<file path="src/verilog/cpu_regs_pkg.sv">
// Package: register map, command layout, flag positions and reset values of the register set.
`default_nettype none
package cpu_regs_pkg;
	// Byte addresses on the register bus; each register takes one aligned word.
	localparam logic [7:0]  GEN_BASE  = 8'h00;
	localparam logic [7:0]  SEG_BASE  = 8'h20;
	localparam logic [7:0]  IP_ADDR   = 8'h30;
	localparam logic [7:0]  PSW_ADDR  = 8'h34;
	localparam logic [7:0]  CMD_ADDR  = 8'h38;
	localparam logic [7:0]  MEM_ADDR  = 8'h3c;
	localparam logic [7:0]  PHYS_ADDR = 8'h40;

	localparam int CARRY_POS  = 0;
	localparam int PARITY_POS = 2;
	localparam int AUX_POS    = 4;
	localparam int ZERO_POS   = 6;
	localparam int SIGN_POS   = 7;
	localparam int STEP_POS   = 8;
	localparam int INTR_POS   = 9;
	localparam int DIR_POS    = 10;
	localparam int OVFL_POS   = 11;

	localparam logic [15:0] PSW_RESET    = 16'h0000;
	localparam logic [15:0] PSW_LIVE     = 16'h0fd5;
	localparam logic [15:0] PSW_RSVD_VAL = 16'h0000;
	localparam logic [15:0] GEN_RESET    = 16'h0000;
	localparam logic [15:0] SEG_RESET    = 16'h0000;
	localparam logic [15:0] IP_RESET     = 16'h0000;
	localparam logic [15:0] BYTE_STEP    = 16'h0001;
	localparam logic [15:0] WORD_STEP    = 16'h0002;
	localparam int          SEG_SHIFT    = 4;
	localparam logic [1:0]  RESP_OKAY    = 2'h0;
	localparam logic [1:0]  RESP_SLVERR  = 2'h2;

	typedef enum logic [3:0] {
		OP_ADD  = 4'h0, OP_ADC = 4'h1, OP_SUB = 4'h2, OP_SBB = 4'h3, OP_CMP = 4'h4,
		OP_AND  = 4'h5, OP_OR  = 4'h6, OP_XOR = 4'h7, OP_STR = 4'h8, OP_ADDR = 4'h9
	} op_t;

	typedef enum logic [1:0] {SRC_REG = 2'h0, SRC_IMM = 2'h1, SRC_MEM = 2'h2} src_t;

	// Command word: imm[31:16] ilen[15:13] src[12:11] srcr[10:8] dst[7:5] byte[4] op[3:0].
	typedef struct packed {
		logic [15:0] imm;
		logic [2:0]  ilen;
		logic [1:0]  src;
		logic [2:0]  srcr;
		logic [2:0]  dst;
		logic        byte_m;
		logic [3:0]  op;
	} cmd_t;

	typedef struct packed {
		logic [15:0] val;
		logic        cf;
		logic        af;
		logic        of;
	} alu_res_t;
endpackage
`default_nettype wire

</file>
<file path="src/verilog/cpu_status_flags_regs.sv">
// Register set and status-word flag logic of a 16-bit core, reached over AXI4-Lite.
// Functional notes
// - Carry flag, bit 0, set on carry out of or borrow into the top bit.
// - Parity flag, bit 2, set when the low result byte has even ones.
// - Auxiliary carry, bit 4, set on carry or borrow across the low nibble.
// - Zero flag, bit 6, set when the result is zero.
// - Sign flag, bit 7, copies the result's top bit.
// - Single-step flag, bit 8, traps after the next command and is cleared.
// - Maskable requests are vectored only while interrupt enable, bit 9, is set.
// - Direction flag, bit 10, makes string steps decrement, else increment.
// - Overflow flag, bit 11, set when a signed result does not fit.
// - Status word is 16 bits: six result flags, three control flags.
// - Fourteen architectural registers: general, segment, pointer and status.
// - Eight 16-bit general registers serve as arithmetic and logical operands.
// - The first four general registers are also usable as two byte halves.
// - Four 16-bit segment registers select code, stack and data segments.
// - General registers act as base and index for operand offsets.
// - Instruction pointer holds the offset of the next instruction.
// - Operands come from a register, the immediate field or memory.
// - Physical address is segment shifted left four plus offset, 20 bits.
`timescale 1ns/10ps
`default_nettype none
module cpu_status_flags_regs
(
	input  wire logic        aclk,
	input  wire logic        aresetn,
	input  wire logic [7:0]  s_axi_awaddr,
	input  wire logic        s_axi_awvalid,
	output logic             s_axi_awready,
	input  wire logic [31:0] s_axi_wdata,
	input  wire logic [3:0]  s_axi_wstrb,
	input  wire logic        s_axi_wvalid,
	output logic             s_axi_wready,
	output logic [1:0]       s_axi_bresp,
	output logic             s_axi_bvalid,
	input  wire logic        s_axi_bready,
	input  wire logic [7:0]  s_axi_araddr,
	input  wire logic        s_axi_arvalid,
	output logic             s_axi_arready,
	output logic [31:0]      s_axi_rdata,
	output logic [1:0]       s_axi_rresp,
	output logic             s_axi_rvalid,
	input  wire logic        s_axi_rready,
	input  wire logic        maskable_irq,
	output logic             irq_vector,
	output logic             single_step_trap,
	output logic [19:0]      phys_addr
);
	logic [15:0]                  gen_ff [8];
	logic [15:0]                  nxt_gen [8];
	logic [15:0]                  seg_ff [4];
	logic [15:0]                  nxt_seg [4];
	logic [15:0]                  ip_ff, nxt_ip;
	logic [15:0]                  psw_ff, nxt_psw;
	logic [15:0]                  mem_ff;
	logic [19:0]                  phys_ff;
	cpu_regs_pkg::cmd_t           cmd_ff;
	logic                         exec_ff;
	logic                         step_trap_ff, irq_vec_ff;
	logic                         irq_meta_ff, irq_sync_ff;
	logic [7:0]                   waddr_ff;
	logic [31:0]                  wdata_ff;
	logic [3:0]                   wstrb_ff;
	logic                         aw_got_ff, w_got_ff;
	logic                         awready_ff, wready_ff, bvalid_ff, arready_ff, rvalid_ff;
	logic [1:0]                   bresp_ff, rresp_ff;
	logic [31:0]                  rdata_ff;
	logic                         aw_take, w_take, ar_take, do_wr;
	logic                         nxt_aw_got, nxt_w_got, nxt_bvalid, nxt_rvalid;
	logic [7:0]                   wa, ra;
	logic [31:0]                  wmerge, rd_word;
	logic                         wr_ok, rd_ok, wr_gen, wr_seg, wr_ip, wr_psw, wr_cmd, wr_mem;
	logic [15:0]                  dst_word, src_word, idx_word, op_a, op_b, src_val;
	logic [15:0]                  wb_word, ea_off, str_delta;
	logic [2:0]                   wsel;
	logic                         flag_op, wb_dst, is_str, is_addr;
	cpu_regs_pkg::alu_res_t       alu_r;

	function automatic logic [31:0] lane_mask(input logic [3:0] strb);
		lane_mask = {{8{strb[3]}}, {8{strb[2]}}, {8{strb[1]}}, {8{strb[0]}}};
	endfunction

	// Byte codes 0..3 pick low halves of the first four words, 4..7 their high halves.
	function automatic logic [15:0] pick(input logic [15:0] w, input logic hi, input logic bm);
		pick = bm ? {8'h00, hi ? w[15:8] : w[7:0]} : w;
	endfunction

	function automatic logic top_bit(input logic [15:0] x, input logic bm);
		top_bit = bm ? x[7] : x[15];
	endfunction

	function automatic cpu_regs_pkg::alu_res_t alu(input logic [3:0] op, input logic [15:0] a,
		input logic [15:0] b, input logic cin, input logic bm);
		logic [16:0] s;
		logic [4:0]  n;
		logic        sub;
		logic        c;
		alu = '0;
		sub = (op == cpu_regs_pkg::OP_SUB) || (op == cpu_regs_pkg::OP_SBB)
			|| (op == cpu_regs_pkg::OP_CMP);
		c   = ((op == cpu_regs_pkg::OP_ADC) || (op == cpu_regs_pkg::OP_SBB)) & cin;
		s   = sub ? {1'b0, a} - {1'b0, b} - {16'h0000, c} : {1'b0, a} + {1'b0, b} + {16'h0000, c};
		n   = sub ? {1'b0, a[3:0]} - {1'b0, b[3:0]} - {4'h0, c}
			: {1'b0, a[3:0]} + {1'b0, b[3:0]} + {4'h0, c};
		if (op == cpu_regs_pkg::OP_AND)
			alu.val = a & b;
		else if (op == cpu_regs_pkg::OP_OR)
			alu.val = a | b;
		else if (op == cpu_regs_pkg::OP_XOR)
			alu.val = a ^ b;
		else
		begin
			alu.val = bm ? {8'h00, s[7:0]} : s[15:0];
			// Operands are zero-extended, so a byte borrow also shows in bit 8.
			alu.cf  = bm ? s[8] : s[16];
			alu.af  = n[4];
			alu.of  = (top_bit(a, bm) ~^ (top_bit(b, bm) ^ sub))
				& (top_bit(alu.val, bm) ^ top_bit(a, bm));
		end
	endfunction

	// Write channel: address and data are taken independently, the write lands once both are in.
	assign aw_take    = s_axi_awvalid & awready_ff;
	assign w_take     = s_axi_wvalid & wready_ff;
	assign do_wr      = aw_got_ff & w_got_ff & ~bvalid_ff;
	assign nxt_aw_got = (aw_got_ff | aw_take) & ~do_wr;
	assign nxt_w_got  = (w_got_ff | w_take) & ~do_wr;
	assign nxt_bvalid = do_wr | (bvalid_ff & ~s_axi_bready);
	assign ar_take    = s_axi_arvalid & arready_ff;
	assign nxt_rvalid = ar_take | (rvalid_ff & ~s_axi_rready);

	assign wa     = {waddr_ff[7:2], 2'b00};
	assign ra     = {s_axi_araddr[7:2], 2'b00};
	assign wr_ok  = wa <= cpu_regs_pkg::PHYS_ADDR;
	assign rd_ok  = ra <= cpu_regs_pkg::PHYS_ADDR;
	assign wr_gen = do_wr && (wa < cpu_regs_pkg::SEG_BASE);
	assign wr_seg = do_wr && (wa >= cpu_regs_pkg::SEG_BASE) && (wa < cpu_regs_pkg::IP_ADDR);
	assign wr_ip  = do_wr && (wa == cpu_regs_pkg::IP_ADDR);
	assign wr_psw = do_wr && (wa == cpu_regs_pkg::PSW_ADDR);
	assign wr_cmd = do_wr && (wa == cpu_regs_pkg::CMD_ADDR);
	assign wr_mem = do_wr && (wa == cpu_regs_pkg::MEM_ADDR);

	assign rd_word = (ra < cpu_regs_pkg::SEG_BASE) ? {16'h0000, gen_ff[ra[4:2]]} :
		(ra < cpu_regs_pkg::IP_ADDR) ? {16'h0000, seg_ff[ra[3:2]]} :
		(ra == cpu_regs_pkg::IP_ADDR) ? {16'h0000, ip_ff} :
		(ra == cpu_regs_pkg::PSW_ADDR) ? {16'h0000, psw_ff} :
		(ra == cpu_regs_pkg::CMD_ADDR) ? cmd_ff :
		(ra == cpu_regs_pkg::MEM_ADDR) ? {16'h0000, mem_ff} :
		(ra == cpu_regs_pkg::PHYS_ADDR) ? {12'h000, phys_ff} : 32'h0000_0000;

	// Command word merged with the current one so narrow writes keep the other lanes.
	assign wmerge = (wa == cpu_regs_pkg::CMD_ADDR)
		? ((cmd_ff & ~lane_mask(wstrb_ff)) | (wdata_ff & lane_mask(wstrb_ff)))
		: (wdata_ff & lane_mask(wstrb_ff));

	// Operand fetch for the command latched on the previous cycle.
	assign wsel     = cmd_ff.byte_m ? {1'b0, cmd_ff.dst[1:0]} : cmd_ff.dst;
	assign dst_word = gen_ff[wsel];
	assign src_word = gen_ff[cmd_ff.byte_m ? {1'b0, cmd_ff.srcr[1:0]} : cmd_ff.srcr];
	assign idx_word = gen_ff[cmd_ff.dst];
	assign op_a     = pick(dst_word, cmd_ff.dst[2], cmd_ff.byte_m);
	assign src_val  = (cmd_ff.src == cpu_regs_pkg::SRC_IMM) ? cmd_ff.imm :
		(cmd_ff.src == cpu_regs_pkg::SRC_MEM) ? mem_ff :
		pick(src_word, cmd_ff.srcr[2], cmd_ff.byte_m);
	assign op_b     = cmd_ff.byte_m ? {8'h00, src_val[7:0]} : src_val;
	assign alu_r    = alu(cmd_ff.op, op_a, op_b, psw_ff[cpu_regs_pkg::CARRY_POS], cmd_ff.byte_m);
	assign flag_op  = ~cmd_ff.op[3];
	assign wb_dst   = flag_op && (cmd_ff.op != cpu_regs_pkg::OP_CMP);
	assign is_str   = cmd_ff.op == cpu_regs_pkg::OP_STR;
	assign is_addr  = cmd_ff.op == cpu_regs_pkg::OP_ADDR;
	assign wb_word  = !cmd_ff.byte_m ? alu_r.val :
		cmd_ff.dst[2] ? {alu_r.val[7:0], dst_word[7:0]} : {dst_word[15:8], alu_r.val[7:0]};
	// Base plus index plus displacement, wrapping within the 64K segment.
	assign ea_off    = idx_word + gen_ff[cmd_ff.srcr] + cmd_ff.imm;
	assign str_delta = cmd_ff.byte_m ? cpu_regs_pkg::BYTE_STEP : cpu_regs_pkg::WORD_STEP;

	always_comb
	begin
		for (int i = 0; i < 8; i++)
			nxt_gen[i] = gen_ff[i];
		for (int i = 0; i < 4; i++)
			nxt_seg[i] = seg_ff[i];
		if (wr_gen)
			nxt_gen[wa[4:2]] = wmerge[15:0];
		if (wr_seg)
			nxt_seg[wa[3:2]] = wmerge[15:0];
		if (exec_ff && wb_dst)
			nxt_gen[wsel] = wb_word;
		if (exec_ff && is_str)
			nxt_gen[cmd_ff.dst] = psw_ff[cpu_regs_pkg::DIR_POS] ? idx_word - str_delta
				: idx_word + str_delta;
	end

	always_comb
	begin
		nxt_ip = wr_ip ? wmerge[15:0] : ip_ff;
		if (exec_ff)
			nxt_ip = ip_ff + {13'h0000, cmd_ff.ilen};
	end

	// A software write to the status word loses to a flag update in the same cycle.
	always_comb
	begin
		nxt_psw = psw_ff;
		if (wr_psw)
			nxt_psw = (wmerge[15:0] & cpu_regs_pkg::PSW_LIVE) | cpu_regs_pkg::PSW_RSVD_VAL;
		if (exec_ff && flag_op)
		begin
			nxt_psw[cpu_regs_pkg::CARRY_POS]  = alu_r.cf;
			nxt_psw[cpu_regs_pkg::PARITY_POS] = ~^alu_r.val[7:0];
			nxt_psw[cpu_regs_pkg::AUX_POS]    = alu_r.af;
			nxt_psw[cpu_regs_pkg::ZERO_POS]   = alu_r.val == 16'h0000;
			nxt_psw[cpu_regs_pkg::SIGN_POS]   = top_bit(alu_r.val, cmd_ff.byte_m);
			nxt_psw[cpu_regs_pkg::OVFL_POS]   = alu_r.of;
		end
		if (exec_ff && psw_ff[cpu_regs_pkg::STEP_POS])
			nxt_psw[cpu_regs_pkg::STEP_POS] = 1'b0;
	end

	// Fourteen architectural registers: eight general, four segment, pointer and status.
	always_ff @(posedge aclk)
	begin
		if (!aresetn)
		begin
			for (int i = 0; i < 8; i++)
				gen_ff[i] <= cpu_regs_pkg::GEN_RESET;
			for (int i = 0; i < 4; i++)
				seg_ff[i] <= cpu_regs_pkg::SEG_RESET;
			ip_ff  <= cpu_regs_pkg::IP_RESET;
			psw_ff <= cpu_regs_pkg::PSW_RESET;
		end
		else
		begin
			gen_ff <= nxt_gen;
			seg_ff <= nxt_seg;
			ip_ff  <= nxt_ip;
			psw_ff <= nxt_psw;
		end
	end

	always_ff @(posedge aclk)
	begin
		if (!aresetn)
		begin
			cmd_ff       <= '0;
			mem_ff       <= 16'h0000;
			exec_ff      <= 1'b0;
			phys_ff      <= 20'h00000;
			step_trap_ff <= 1'b0;
		end
		else
		begin
			cmd_ff       <= wr_cmd ? wmerge : cmd_ff;
			mem_ff       <= wr_mem ? wmerge[15:0] : mem_ff;
			exec_ff      <= wr_cmd;
			phys_ff      <= (exec_ff && is_addr)
				? ({4'h0, seg_ff[cmd_ff.src]} << cpu_regs_pkg::SEG_SHIFT) + {4'h0, ea_off}
				: phys_ff;
			step_trap_ff <= exec_ff && psw_ff[cpu_regs_pkg::STEP_POS];
		end
	end

	// The request pin is asynchronous; the first stage feeds only the second.
	always_ff @(posedge aclk)
	begin
		if (!aresetn)
		begin
			irq_meta_ff <= 1'b0;
			irq_sync_ff <= 1'b0;
			irq_vec_ff  <= 1'b0;
		end
		else
		begin
			irq_meta_ff <= maskable_irq;
			irq_sync_ff <= irq_meta_ff;
			irq_vec_ff  <= irq_sync_ff && psw_ff[cpu_regs_pkg::INTR_POS];
		end
	end

	always_ff @(posedge aclk)
	begin
		if (!aresetn)
		begin
			aw_got_ff  <= 1'b0;
			w_got_ff   <= 1'b0;
			awready_ff <= 1'b0;
			wready_ff  <= 1'b0;
			bvalid_ff  <= 1'b0;
			bresp_ff   <= cpu_regs_pkg::RESP_OKAY;
			waddr_ff   <= 8'h00;
			wdata_ff   <= 32'h0000_0000;
			wstrb_ff   <= 4'h0;
		end
		else
		begin
			aw_got_ff  <= nxt_aw_got;
			w_got_ff   <= nxt_w_got;
			awready_ff <= ~nxt_aw_got & ~nxt_bvalid;
			wready_ff  <= ~nxt_w_got & ~nxt_bvalid;
			bvalid_ff  <= nxt_bvalid;
			bresp_ff   <= do_wr ? (wr_ok ? cpu_regs_pkg::RESP_OKAY : cpu_regs_pkg::RESP_SLVERR)
				: bresp_ff;
			waddr_ff   <= aw_take ? s_axi_awaddr : waddr_ff;
			wdata_ff   <= w_take ? s_axi_wdata : wdata_ff;
			wstrb_ff   <= w_take ? s_axi_wstrb : wstrb_ff;
		end
	end

	always_ff @(posedge aclk)
	begin
		if (!aresetn)
		begin
			arready_ff <= 1'b0;
			rvalid_ff  <= 1'b0;
			rdata_ff   <= 32'h0000_0000;
			rresp_ff   <= cpu_regs_pkg::RESP_OKAY;
		end
		else
		begin
			arready_ff <= ~nxt_rvalid;
			rvalid_ff  <= nxt_rvalid;
			rdata_ff   <= ar_take ? rd_word : rdata_ff;
			rresp_ff   <= ar_take ? (rd_ok ? cpu_regs_pkg::RESP_OKAY : cpu_regs_pkg::RESP_SLVERR)
				: rresp_ff;
		end
	end

	assign s_axi_awready    = awready_ff;
	assign s_axi_wready     = wready_ff;
	assign s_axi_bvalid     = bvalid_ff;
	assign s_axi_bresp      = bresp_ff;
	assign s_axi_arready    = arready_ff;
	assign s_axi_rvalid     = rvalid_ff;
	assign s_axi_rdata      = rdata_ff;
	assign s_axi_rresp      = rresp_ff;
	assign irq_vector       = irq_vec_ff;
	assign single_step_trap = step_trap_ff;
	assign phys_addr        = phys_ff;
endmodule
`default_nettype wire

</file>
<file path="config.mk">
export PLATFORM = sky130hd
export DESIGN_NAME = cpu_status_flags_regs
export DESIGN_NICKNAME = d
export VERILOG_FILES = /design/src/verilog/cpu_regs_pkg.sv /design/src/verilog/cpu_status_flags_regs.sv
export SDC_FILE = /design/constraint.sdc
export NUM_CORES = 1
export LEC_CHECK = 0
export BUFFER_PORTS_ARGS = -buffer_cell sky130_fd_sc_hd__clkbuf_2
export CORE_MARGIN = 2
export CORE_UTILIZATION = 30
export DETAILED_ROUTE_END_ITERATION = 6
export GPL_ROUTABILITY_DRIVEN = 0
export GPL_TIMING_DRIVEN = 0
export PLACE_DENSITY_LB_ADDON = 0.12
export SLEW_MARGIN = 20
export SYNTH_ARGS = -nofsm -noshare
export SYNTH_HDL_FRONTEND = slang
export SYNTH_SLANG_ARGS = --single-unit
</file>
<file path="constraint.sdc">
create_clock -name aclk -period 5.5 [get_ports aclk]
set_clock_uncertainty 0.2 [all_clocks]
set_input_delay 1.1 -clock aclk [delete_from_list [all_inputs] [get_ports aclk]]
set_output_delay 1.1 -clock aclk [all_outputs]
set_load 0.01 [all_outputs]
</file>
After elaboration in Yosys (flattened, before gate mapping)
Index checks and enable logic that the tools add are counted.
Widths: inputs -> output; s select.

storage, ports and cells
  output and inout bits = 63
  flip-flop bits (word level) = 377
  input bits = 60

operators by class
  magnitude comparators = 20
  reduce and logical (&&, ||, !) cells = 26
  add/subtract/negate cells = 14
  multiplexer cells = 81
  equal/unequal tests = 21
  bitwise gates (word level) = 46

operators with widths
  cell                count
  $mux 16             32
  $bwmux 128          3
  $mux 128            3
  $bmux 16 s3         5
  $mux 32             6
  $demux 16 s3        3
  $and 32x32->32      2
  $bmux 16 s2         2
  $bwmux 64           1
  $eq 6x4->1 const B  8
  $mux 20             2
  $add 16x16->16      2
  $demux 16 s2        1
  $lt 8x6->1 const B  4
  $not 32->32         1
  $or 32x32->32       1
  $ge 4x4->1 const B  6
  $not 3->4           6
  $add 20x16->20      1
  $logic_and 1x1->1   18
  $add 16x16->17      1
  $add 17x1->17       1
  $mux 17             1
  $sub 16x16->17      1
  other kinds (41)    97

Depth between registers and ports, before layout
Gate-level depths: netlist of run 1.

  word-level depth = 23
  gate-level depth with buffers = 27
  gate-level depth less buffers = 24

Worst setup path before layout of run 1
No wires, ideal clock.

  path type = register to register
  start = reg cmd_ff[8] (netlist bit)
  end = reg phys_ff[18], in the netlist phys_addr[18]
  slack = -0.593 ns
  arrival time = 5.776 ns
  required time = 5.183 ns
  library setup time = 0.117 ns
  stages on the path, launching flop included = 24
  path buffers = 3
  cell sequence = dfxtp_1 buf_2 buf_2 buf_1 mux4_2 nand2b_1 nand2_1 fa_1 ha_1 a21o_1 a21oi_1 o21ai_0 a21o_1 a21oi_1 o21ai_0 o41ai_1 or4b_2 o211ai_1 ha_1 or3_1 o21ai_0 a31oi_1 mux2i_1 nand2_1

between the ends
  cells in the longest elaborated chain, start to end = 7

RTL lines
  element                                     RTL line                      RTL
  start: declaration                          cpu_status_flags_regs.sv:57   cpu_regs_pkg::cmd_t cmd_ff;
  start signal: assignment                    cpu_status_flags_regs.sv:253  cmd_ff <= wr_cmd ? wmerge : cmd_ff;
  $not 3->4 (implied by the code)             cpu_status_flags_regs.sv:174  assign ea_off = idx_word + gen_ff[cmd_ff.srcr] + cmd_ff.imm;
  $bmux 16 s3                                 cpu_status_flags_regs.sv:174
  $mux 16 (implied by the code) (2 in a row)  cpu_status_flags_regs.sv:174
  $add 16x16->16 (2 in a row)                 cpu_status_flags_regs.sv:174
  $add 20x16->20                              cpu_status_flags_regs.sv:257  ? ({4'h0, seg_ff[cmd_ff.src]} << cpu_regs_pkg::SEG_SHIFT) + {4'h0, ea_off}
  end signal: assignment                      cpu_status_flags_regs.sv:256  phys_ff <= (exec_ff && is_addr)
  end: declaration                            cpu_status_flags_regs.sv:56   logic [19:0] phys_ff;

No other way between the ends. The select of a mux whose other input is x is not followed.
A chain may end at the register's enable or synchronous reset.

Worst setup path in the final report of run 1
  start = reg cmd_ff[5] (netlist bit)
  end = reg phys_ff[19], in the netlist phys_addr[19]

between the ends
  cells in the longest elaborated chain, start to end = 7

RTL lines
  element                                     RTL line                      RTL
  $not 3->4 (implied by the code)             cpu_status_flags_regs.sv:160  assign idx_word = gen_ff[cmd_ff.dst];
  $bmux 16 s3                                 cpu_status_flags_regs.sv:160
  $mux 16 (implied by the code) (2 in a row)  cpu_status_flags_regs.sv:160
  $add 16x16->16 (2 in a row)                 cpu_status_flags_regs.sv:174
  $add 20x16->20                              cpu_status_flags_regs.sv:257

No other way between the ends. The select of a mux whose other input is x is not followed.

==> results of run 1 <==
==> cell usage in the layout (no fill, tap or decap), drive strengths merged, types with 13 or more instances in the layout <==
cell    instances
nand3          77
nand2         384
ha            108
xnor2          37
xor2           13
fa             23
clkbuf        403
a22oi          34
dfxtp         373
and2           23
a221oi         19
mux2           20
a31oi          27
nor2          438
mux4          127
o311a          24
nor3           84
a21o           23
a211oi        266
mux2i          59
o221ai         16
and3           25
inv           119
o211ai         34
nor2b          23
nand2b         22
o21ai         125
a21oi         288
buf           135
==> through the flow <==
stage | hold WS [ns] | cell area (sq um) | total power [mW]
3_5_place_dp | 0.240 | 28800 | 3.44
5_1_grt | 0.278 | 32300 | 6.89
6_report | 0.249 | 32300 | 6.73
4_1_cts | 0.253 | 31500 | 6.69
3_3_place_gp | 0.231 | 28500 | 3.44
2_1_floorplan | 0.212 | 26500 | 3.17
==> per-layer routing <==
metal	vias up	share of wire, %
met5	-	0.036
met3	481	11
met2	1794	41
met4	8	8.1
li1	12500	-
met1	14200	40
==> path summary, 6_finish.rpt <==
kind | startpoint | to | slack, ns | cells after the start
worst min-delay path | irq_meta_ff$_SDFF_PN0_ | irq_sync_ff$_SDFF_PN0_ | 0.25 | 1
worst min register to register | irq_meta_ff$_SDFF_PN0_ | irq_sync_ff$_SDFF_PN0_ | 0.25 | 1
worst max register to register | cmd_ff[5]$_SDFFE_PN0P_ | phys_addr[19]$_SDFFE_PN0P_ | -0.08 | 25
worst max-delay path | cmd_ff[5]$_SDFFE_PN0P_ | phys_addr[19]$_SDFFE_PN0P_ | -0.08 | 25
==> power groups by stage <==
stage / Clock [mW] / Combinational, mW / Sequential (mW)
4_1_cts: 3.27 / 0.672 / 2.74
3_3_place_gp: 0 / 0.634 / 2.80
5_1_grt: 3.37 / 0.770 / 2.75
3_5_place_dp: 0 / 0.636 / 2.81
6_report: 3.25 / 0.736 / 2.74
2_1_floorplan: 0 / 0.366 / 2.80
==> repair_timing <==
| item | in CTS | in global routing |
|---|---|---|
| gates cloned | 0 | 0 |
| setup endpoints to repair | 147 | 110 |
| hold buffers | 0 | 0 |
| buffers inserted | 53 | 27 |
| pin swaps | 32 | 53 |
| resized for setup | 182 | 112 |
==> worst max-delay path: stages, from the launching register on <==
cell and delay [ns]:
dfxtp_2 0.34, buf_12 0.13, buf_12 0.13, buf_12 0.12
mux4_2 0.62, nand2_2 0.13, nand2_4 0.08, fa_1 0.51
ha_1 0.29, a21o_1 0.19, a21oi_2 0.16, o21ai_1 0.08
a21o_1 0.19, a21oi_2 0.18, o21ai_2 0.10, o41ai_4 0.24
buf_4 0.16, buf_4 0.10, xnor2_1 0.08, ha_1 0.35
and3_4 0.20, nand3_1 0.12, a311oi_2 0.33, o2111ai_2 0.15
xor2_1 0.16, a21oi_1 0.08
==> cells in the mapped netlist, types with 8 or more instances <==
master | count | area (sq um)
a22oi_1 | 34 | 255
a21oi_1 | 286 | 1430
a221oi_1 | 19 | 166
buf_2 | 12 | 60.1
mux2i_1 | 59 | 591
xor2_1 | 13 | 114
nor2b_1 | 23 | 144
mux4_2 | 125 | 2820
fa_1 | 23 | 460
nand4_1 | 11 | 68.8
a31oi_1 | 26 | 163
nand3b_1 | 12 | 90.1
or3_1 | 8 | 50.1
inv_1 | 119 | 447
nand2_1 | 384 | 1440
o211ai_1 | 34 | 255
xnor2_1 | 37 | 324
clkbuf_1 | 228 | 856
dfxtp_1 | 373 | 7470
a211o_1 | 10 | 87.6
or2_2 | 10 | 62.6
a221o_1 | 10 | 100
ha_1 | 108 | 1350
a21o_1 | 23 | 173
mux2_2 | 20 | 225
a211oi_1 | 266 | 2000
o311a_1 | 24 | 240
nor2_1 | 438 | 1640
and2_1 | 23 | 144
o211a_1 | 11 | 110
nand3_1 | 77 | 385
nor3_1 | 84 | 420
and3_1 | 25 | 156
o2111ai_1 | 8 | 70.1
o21a_1 | 10 | 75.1
o21ai_0 | 122 | 611
a22o_1 | 9 | 78.8
nand2b_1 | 22 | 138
buf_1 | 22 | 82.6
o221ai_1 | 16 | 140
==> cells by family after synthesis <==
logic type | after synthesis
compound gates | 985
xor+xnor | 50
fa+ha+maj | 131
buf+inv | 384
flops | 373
mux | 206
other cells | 1
simple gates | 1138
==> flip-flops by register name (all words and copies together), names as in the netlist, 4 cells and up, named ones only <==
register and count:
cmd_ff 16, gen_ff 128, ip_ff 16, mem_ff 16, phys_addr 20, psw_ff 9
s_axi_rdata 32, seg_ff 64, waddr_ff 6, wdata_ff 32, wstrb_ff 4
==> final cells by class <==
type | instances | area [sq um]
fillers | 9179 | 54700
repair buffers | 208 | 1410
clock buffers | 70 | 1350
plain buffers | 260 | 1400
inverters | 119 | 457
flip-flops and latches | 373 | 7480
multi-input cells | 2512 | 18500
well taps | 1155 | 1450
clock inverters | 15 | 199
diodes | 2 | 5.00
==> reports/metrics.cfg, run 1 <==
[drt]
dr_total_vias=29000
detail_route.wirelength_um=152000
router_iterations_before_antenna_repair=6
routedWlPerCell_um=32.2
detailedRoute.firstIterationViolations=3625
post_drt_via_cell_ratio=6.14
detail_route.drc_violations=0
antenna_left=0

[finish]
net_count_of_the_finished_layout=3711
finalNonFillerCells=4714
drive_gt1_share_pct=18.9
finalCoreUtilization_pct=37.1
syn_to_layout_area_delta_pct=22.3

[yosys]
synth-async-reset-ratio_pct=0
synth.yosys.seq_area_share_pct=28.3
yosys.area_share.xor_xnor_pct=1.66
synthCells=3268
synthSimpleGateAreaFrac_pct=18.6
yosys_register_bits=373
synth-adder-area-share_pct=6.86
synth-edff-count=0
synth_area_sq_um=26400
mux_contribution_to_synthesized_area_pct=13.9
synth.distinct_cells=81
synth_flop_cell=dfxtp_1
synth_top_family_by_area=compound AO/OA/AOI/OAI gates
synth_compound_area_share_pct=25.1
synthesis.area_per_instance_sq_um=8.08
yosysWarningCount=0

[power_and_ir_drop]
clock_power_share_pct=48.3
maximum_vdd_drop_uv=216
cellLeakagePower_nw=11.8
cellInternalPower_mw=4.82
netSwitchingFraction_pct=28.5
pwr-share-seq_pct=40.8
power_density_nw_per_um2=208
switching_power_mw=1.92
pwr-share-comb_pct=10.9

[grt]
grt_overflow=0
met1_global_route_usage_pct=42.2
largest_net_degree_at_the_start_of_global_routing=20
grt.met2_usage_pct=47.8
grt_first_pass_wirelength_um=210000
globalRoute.busiestLayer=met2
groute.usage.overall_pct=32.7
via_count_of_the_first_global_routing_pass=27100
globalRouteMet3Util_pct=8.46
number_of_antenna_violations_at_the_first_check_in_global_routing=8

[floorplanning]
fp.dieArea_sq_um=90400
ioPinCount=123
fp.dieH_um=301
core_area_sq_um=87000
die_width_um=301
start_util_pct=30.4
std_cell_rows=108

[cts]
cts_num_sinks=373
cts_buffer_depth=3
cts_root_buffer_type=clkbuf_16
numCtsBuffers=46
htree_levels=2
worstSkewPairLatency_ns=0.64
cts_tree=yes
cts.reportedPaths.clkPinSlew_ns=0.06

[timing]
max_freq_ghz=0.179
timing.final.crit_period_ns=5.58
timing.final.crit_share_pct=102
timing.max_slew.rel_slack_pct=9.03
hold_viol=0
rsz_0062_raised_after_global_routing=true
setup_viol=3
final.setup.worst_slack_ns=-0.0833
slew_violations=0
totalNegativeSetupSlack_ns=-0.206
tightestPinTransition_ns=1.36

[status]
violations=negative setup slack
status=finished with violations

[hold_path]
holdCritPathClass=reg -> reg

[worst_setup_path]
end_kind=flop
crit_fanout=5
worst-endpoint-required_ns=5.78
timing.critical_path.arrival_ns=5.86
criticalPathCategory=reg -> reg
start_kind=flop

[job]
max_cap_viol_count=0

[placed_design]
place_inst=4551
place_worst_setup_slack_ns=-2.46
port-buffer-count=112
detailed_placement_wirelength_estimate_um=114000

Power figures use the tool's default switching activity.
==> run 2: changes to the inputs <==
--- a/config.mk
+++ b/config.mk
@@ -5,10 +5,12 @@
 export SDC_FILE = /design/constraint.sdc
 export NUM_CORES = 1
 export LEC_CHECK = 0
-export BUFFER_PORTS_ARGS = -buffer_cell sky130_fd_sc_hd__clkbuf_2
+export ABC_AREA = 1
 export CORE_MARGIN = 2
 export CORE_UTILIZATION = 30
+export CTS_CLUSTER_SIZE = 12
 export DETAILED_ROUTE_END_ITERATION = 6
+export DONT_BUFFER_PORTS = 1
 export GPL_ROUTABILITY_DRIVEN = 0
 export GPL_TIMING_DRIVEN = 0
 export PLACE_DENSITY_LB_ADDON = 0.12
==> reports/metrics.cfg, run 2 <==
[worst_setup_path]
worstReg2RegEnd=phys_addr[19]$_SDFFE_PN0P_
timing.reg2reg.setup_slack_ns=-0.15  ; -0.06 ns
critPathLaunch=cmd_ff[6]$_SDFFE_PN0P_
criticalPathCategory=reg -> reg
timing.critical_path.arrival_ns=5.96  ; +0.10 ns
cpMaxStageDelayCell=o21ai_0
end_kind=flop
critical_path.endpoint=phys_addr[19]$_SDFFE_PN0P_
start_kind=flop
worst-endpoint-required_ns=5.81  ; +0.03 ns
timing.critical_path.slowest_cell_delay_ns=0.68  ; +0.06 ns
cpMostUsedCell=a21oi_2
crit_fanout=10  ; +5
worstReg2RegStart=cmd_ff[6]$_SDFFE_PN0P_
reg2reg_depth=28  ; +12%

[hold_path]
holdCritPathClass=reg -> reg
holdCritStartpoint=irq_meta_ff$_SDFF_PN0_

[timing]
slew_violations=0  ; unchanged
tightestPinTransition_ns=1.31  ; -0.0540 ns
hold_viol=0  ; unchanged
final.setup.worst_slack_ns=-0.147  ; -0.0641 ns
rsz_0062_raised_after_global_routing=true
totalNegativeSetupSlack_ns=-1.14  ; -0.932 ns
setup_viol=13  ; +10
timing.final.crit_period_ns=5.65  ; +0.0641 ns
timing.max_slew.rel_slack_pct=12.6  ; +3.6 points
max_freq_ghz=0.177  ; -1.1%
timing.final.crit_share_pct=103  ; +1.2 points

[yosys]
synth.distinct_cells=66  ; -19%
synth_commonest_cells=963 x nand2_1, 559 x a21oi_1, 527 x o21ai_0, 405 x inv_1, 373 x dfxtp_1
synth-edff-count=0  ; unchanged
ys_top_cells_by_area=dfxtp_1 28%, nand2_1 13%, a21oi_1 10%
synthCells=4260  ; +30%
synth_largest_area_cell=dfxtp_1
post-synth-top-count-cell=nand2_1
synth_flop_cell=dfxtp_1
yosysWarningCount=0  ; unchanged
synth-async-reset-ratio_pct=0  ; unchanged
yosys_register_bits=373  ; unchanged
area_share_of_the_largest_cell_type_after_synthesis_pct=27.6  ; -0.66 points
synth.yosys.seq_area_share_pct=27.6  ; -0.66 points
synthesis.area_per_instance_sq_um=6.35  ; -21%
synth_area_sq_um=27000  ; +2.4%

[finish]
most-common-layout-cells=926 x nand2_1, 548 x a21oi_1, 484 x o21ai_0
largest_register_ffs=128  ; unchanged
net_count_of_the_finished_layout=4551  ; +23%
syn_to_layout_area_delta_pct=17.7
layout.filler_cells=9935  ; +8.2%
most_common_cell_after_layout_fill_and_taps_aside=nand2_1
finalCoreUtilization_pct=35.5  ; -1.6 points
final_area_sq_um=31800  ; -1.4%
top_registers=gen_ff: 128 flops, seg_ff: 64 flops
largest_register=gen_ff
drive_gt1_share_pct=10.6  ; -8.3 points

[cts]
cts_tree=yes
cts_num_sinks=373  ; unchanged
worstSkewPairLatency_ns=0.66  ; +0.02 ns
cts_root_buffer_type=clkbuf_16
numCtsBuffers=48  ; +4.3%
cts.reportedPaths.clkPinSlew_ns=0.06  ; about the same
cts_buffer_depth=3  ; unchanged
htree_levels=2  ; unchanged

[drt]
detail_route.drc_violations=4  ; +4
detailedRoute.firstIterationViolations=4752  ; +31%
antenna_left=0  ; unchanged
post_drt_via_cell_ratio=5.83  ; -5.1%
detail_route.wirelength_um=163000  ; +7.4%
dr_total_vias=32500  ; +12%
routedWlPerCell_um=29.2  ; -9.3%
router_iterations_before_antenna_repair=7  ; +1

[placed_design]
place_worst_setup_slack_ns=-1.87  ; +0.585 ns
port-buffer-count=0  ; -100%
detailed_placement_wirelength_estimate_um=125000  ; +9.9%
place_area_sq_um=28700  ; -0.41%

[floorplanning]
fp.dieArea_sq_um=92600  ; +2.4%
die_width_um=304  ; +1.2%
fp.dieH_um=304  ; +1.2%
core_area_sq_um=89700  ; +3.1%
ioPinCount=123  ; unchanged
std_cell_rows=110  ; +1.9%
start_util_pct=30.1  ; -0.21 points

[grt]
via_count_of_the_first_global_routing_pass=29300  ; +8.1%
grt_first_pass_wirelength_um=226000  ; +7.7%
globalRoute.busiestLayer=met2
number_of_antenna_violations_at_the_first_check_in_global_routing=6  ; -2
met1_global_route_usage_pct=45.4  ; +3.2 points
groute.usage.overall_pct=33.8  ; +1.1 points
grt.met2_usage_pct=47.9  ; +0.11 points
globalRouteMet3Util_pct=9.92  ; +1.5 points
largest_net_degree_at_the_start_of_global_routing=18  ; -10%
grt_overflow=0  ; unchanged

[status]
violations=design-rule violations, negative setup slack
status=finished with violations

[job]
max_cap_viol_count=0  ; unchanged

[power_and_ir_drop]
power_density_nw_per_um2=208  ; -0.33%
cellLeakagePower_nw=12.1  ; +2.1%
maximum_vdd_drop_uv=210  ; -2.8%

[run 2: cell types whose count changed after synthesis, moves of 43 or more]
cell      change
nand2_1     +579
o21ai_0     +405
inv_1       +286
a21oi_1     +273
a211oi_1    -257
nor2_1      -140
mux4_2      -125
nand3_1     +116
nor3_1       -63
mux2i_1      -53
o22ai_1      +47
clkbuf_1     -43
[run 2: logic make-up (layout without fill, tap and decap cells)]
kind of cell             count (synthesis)  in the layout  synth area share [%]
AO/OA/AOI/OAI                         1428           1428                  29.5
XOR/XNOR                                51             51                  1.73
adder cells (fa/ha/maj)                131            131                  6.70
buffers and inverters                  696            833                  10.1
flip-flops                             373            373                  27.6
multiplexers                             6              6                 0.222
other                                    1              8                0.0139
AND/OR/NAND/NOR                       1574           1574                  24.2
[run 2: power breakdown]
part	internal (mW)	switching (mW)	total, mW
clock network	2.03	1.46	3.48
logic	0.0679	0.293	0.360
registers	2.74	0.0331	2.77
total	4.83	1.78	6.61
[run 2: final cells by class]
type / count / area, sq um / area share (%)
tap: 1176 / 1470 / 4.62
timing repair buffer: 50 / 493 / 1.55
antenna: 6 / 15.0 / 0.0471
clock inverter: 23 / 312 / 0.978
buffer: 258 / 1430 / 4.50
multi-input combinational: 3192 / 17600 / 55.3
clock buffer: 65 / 1400 / 4.38
sequential: 373 / 7470 / 23.5
inverter: 437 / 1650 / 5.19
[run 2: worst min-delay path by stage]
stage,endpoint,slack [ns],depth (start not counted)
2_1_floorplan,irq_sync_ff$_SDFF_PN0_,0.19,2
3_3_place_gp,irq_sync_ff$_SDFF_PN0_,0.19,2
3_5_place_dp,irq_sync_ff$_SDFF_PN0_,0.20,2
4_1_cts,irq_sync_ff$_SDFF_PN0_,0.21,2
5_1_grt,irq_sync_ff$_SDFF_PN0_,0.23,2
6_report,irq_sync_ff$_SDFF_PN0_,0.21,2
[run 2: critical path, delay by kind of cell, from the launching register on]
family	cells	cell delay, ns
adders and majority gates	3	1.21
xor gates and xnor gates	2	0.35
AOI/OAI and AO/OA	10	1.76
and+or+nand+nor	5	0.71
buffers and inverters	8	0.99
DFF	1	0.32
[run 2: repair_timing]
| action | in CTS | in global routing |
|---|---|---|
| endpoints found under the hold margin | 0 | 0 |
| gates cloned | 0 | 4 |
| hold buffers | 0 | 0 |
| pin swaps | 39 | 30 |
| buffers inserted | 17 | 24 |
| setup endpoints to repair | 124 | 85 |
| gates resized for setup | 202 | 104 |
[run 2: through the flow]
| stage | hold slack, ns | std cells | total power [mW] |
|---|---|---|---|
| 6_report | 0.211 | 5580 | 6.62 |
| 5_1_grt | 0.233 | 5575 | 6.75 |
| 4_1_cts | 0.214 | 5547 | 6.61 |
| 3_5_place_dp | 0.200 | 5442 | 3.17 |
| 3_3_place_gp | 0.193 | 5437 | 3.17 |
| 2_1_floorplan | 0.190 | 4261 | 3.00 |
[run 2: per-layer routing]
layer  wire, um  share of wire, %
met1      67500                41
met2      65000                40
met3      19600                12
met4      11000               6.8
met5         26             0.016
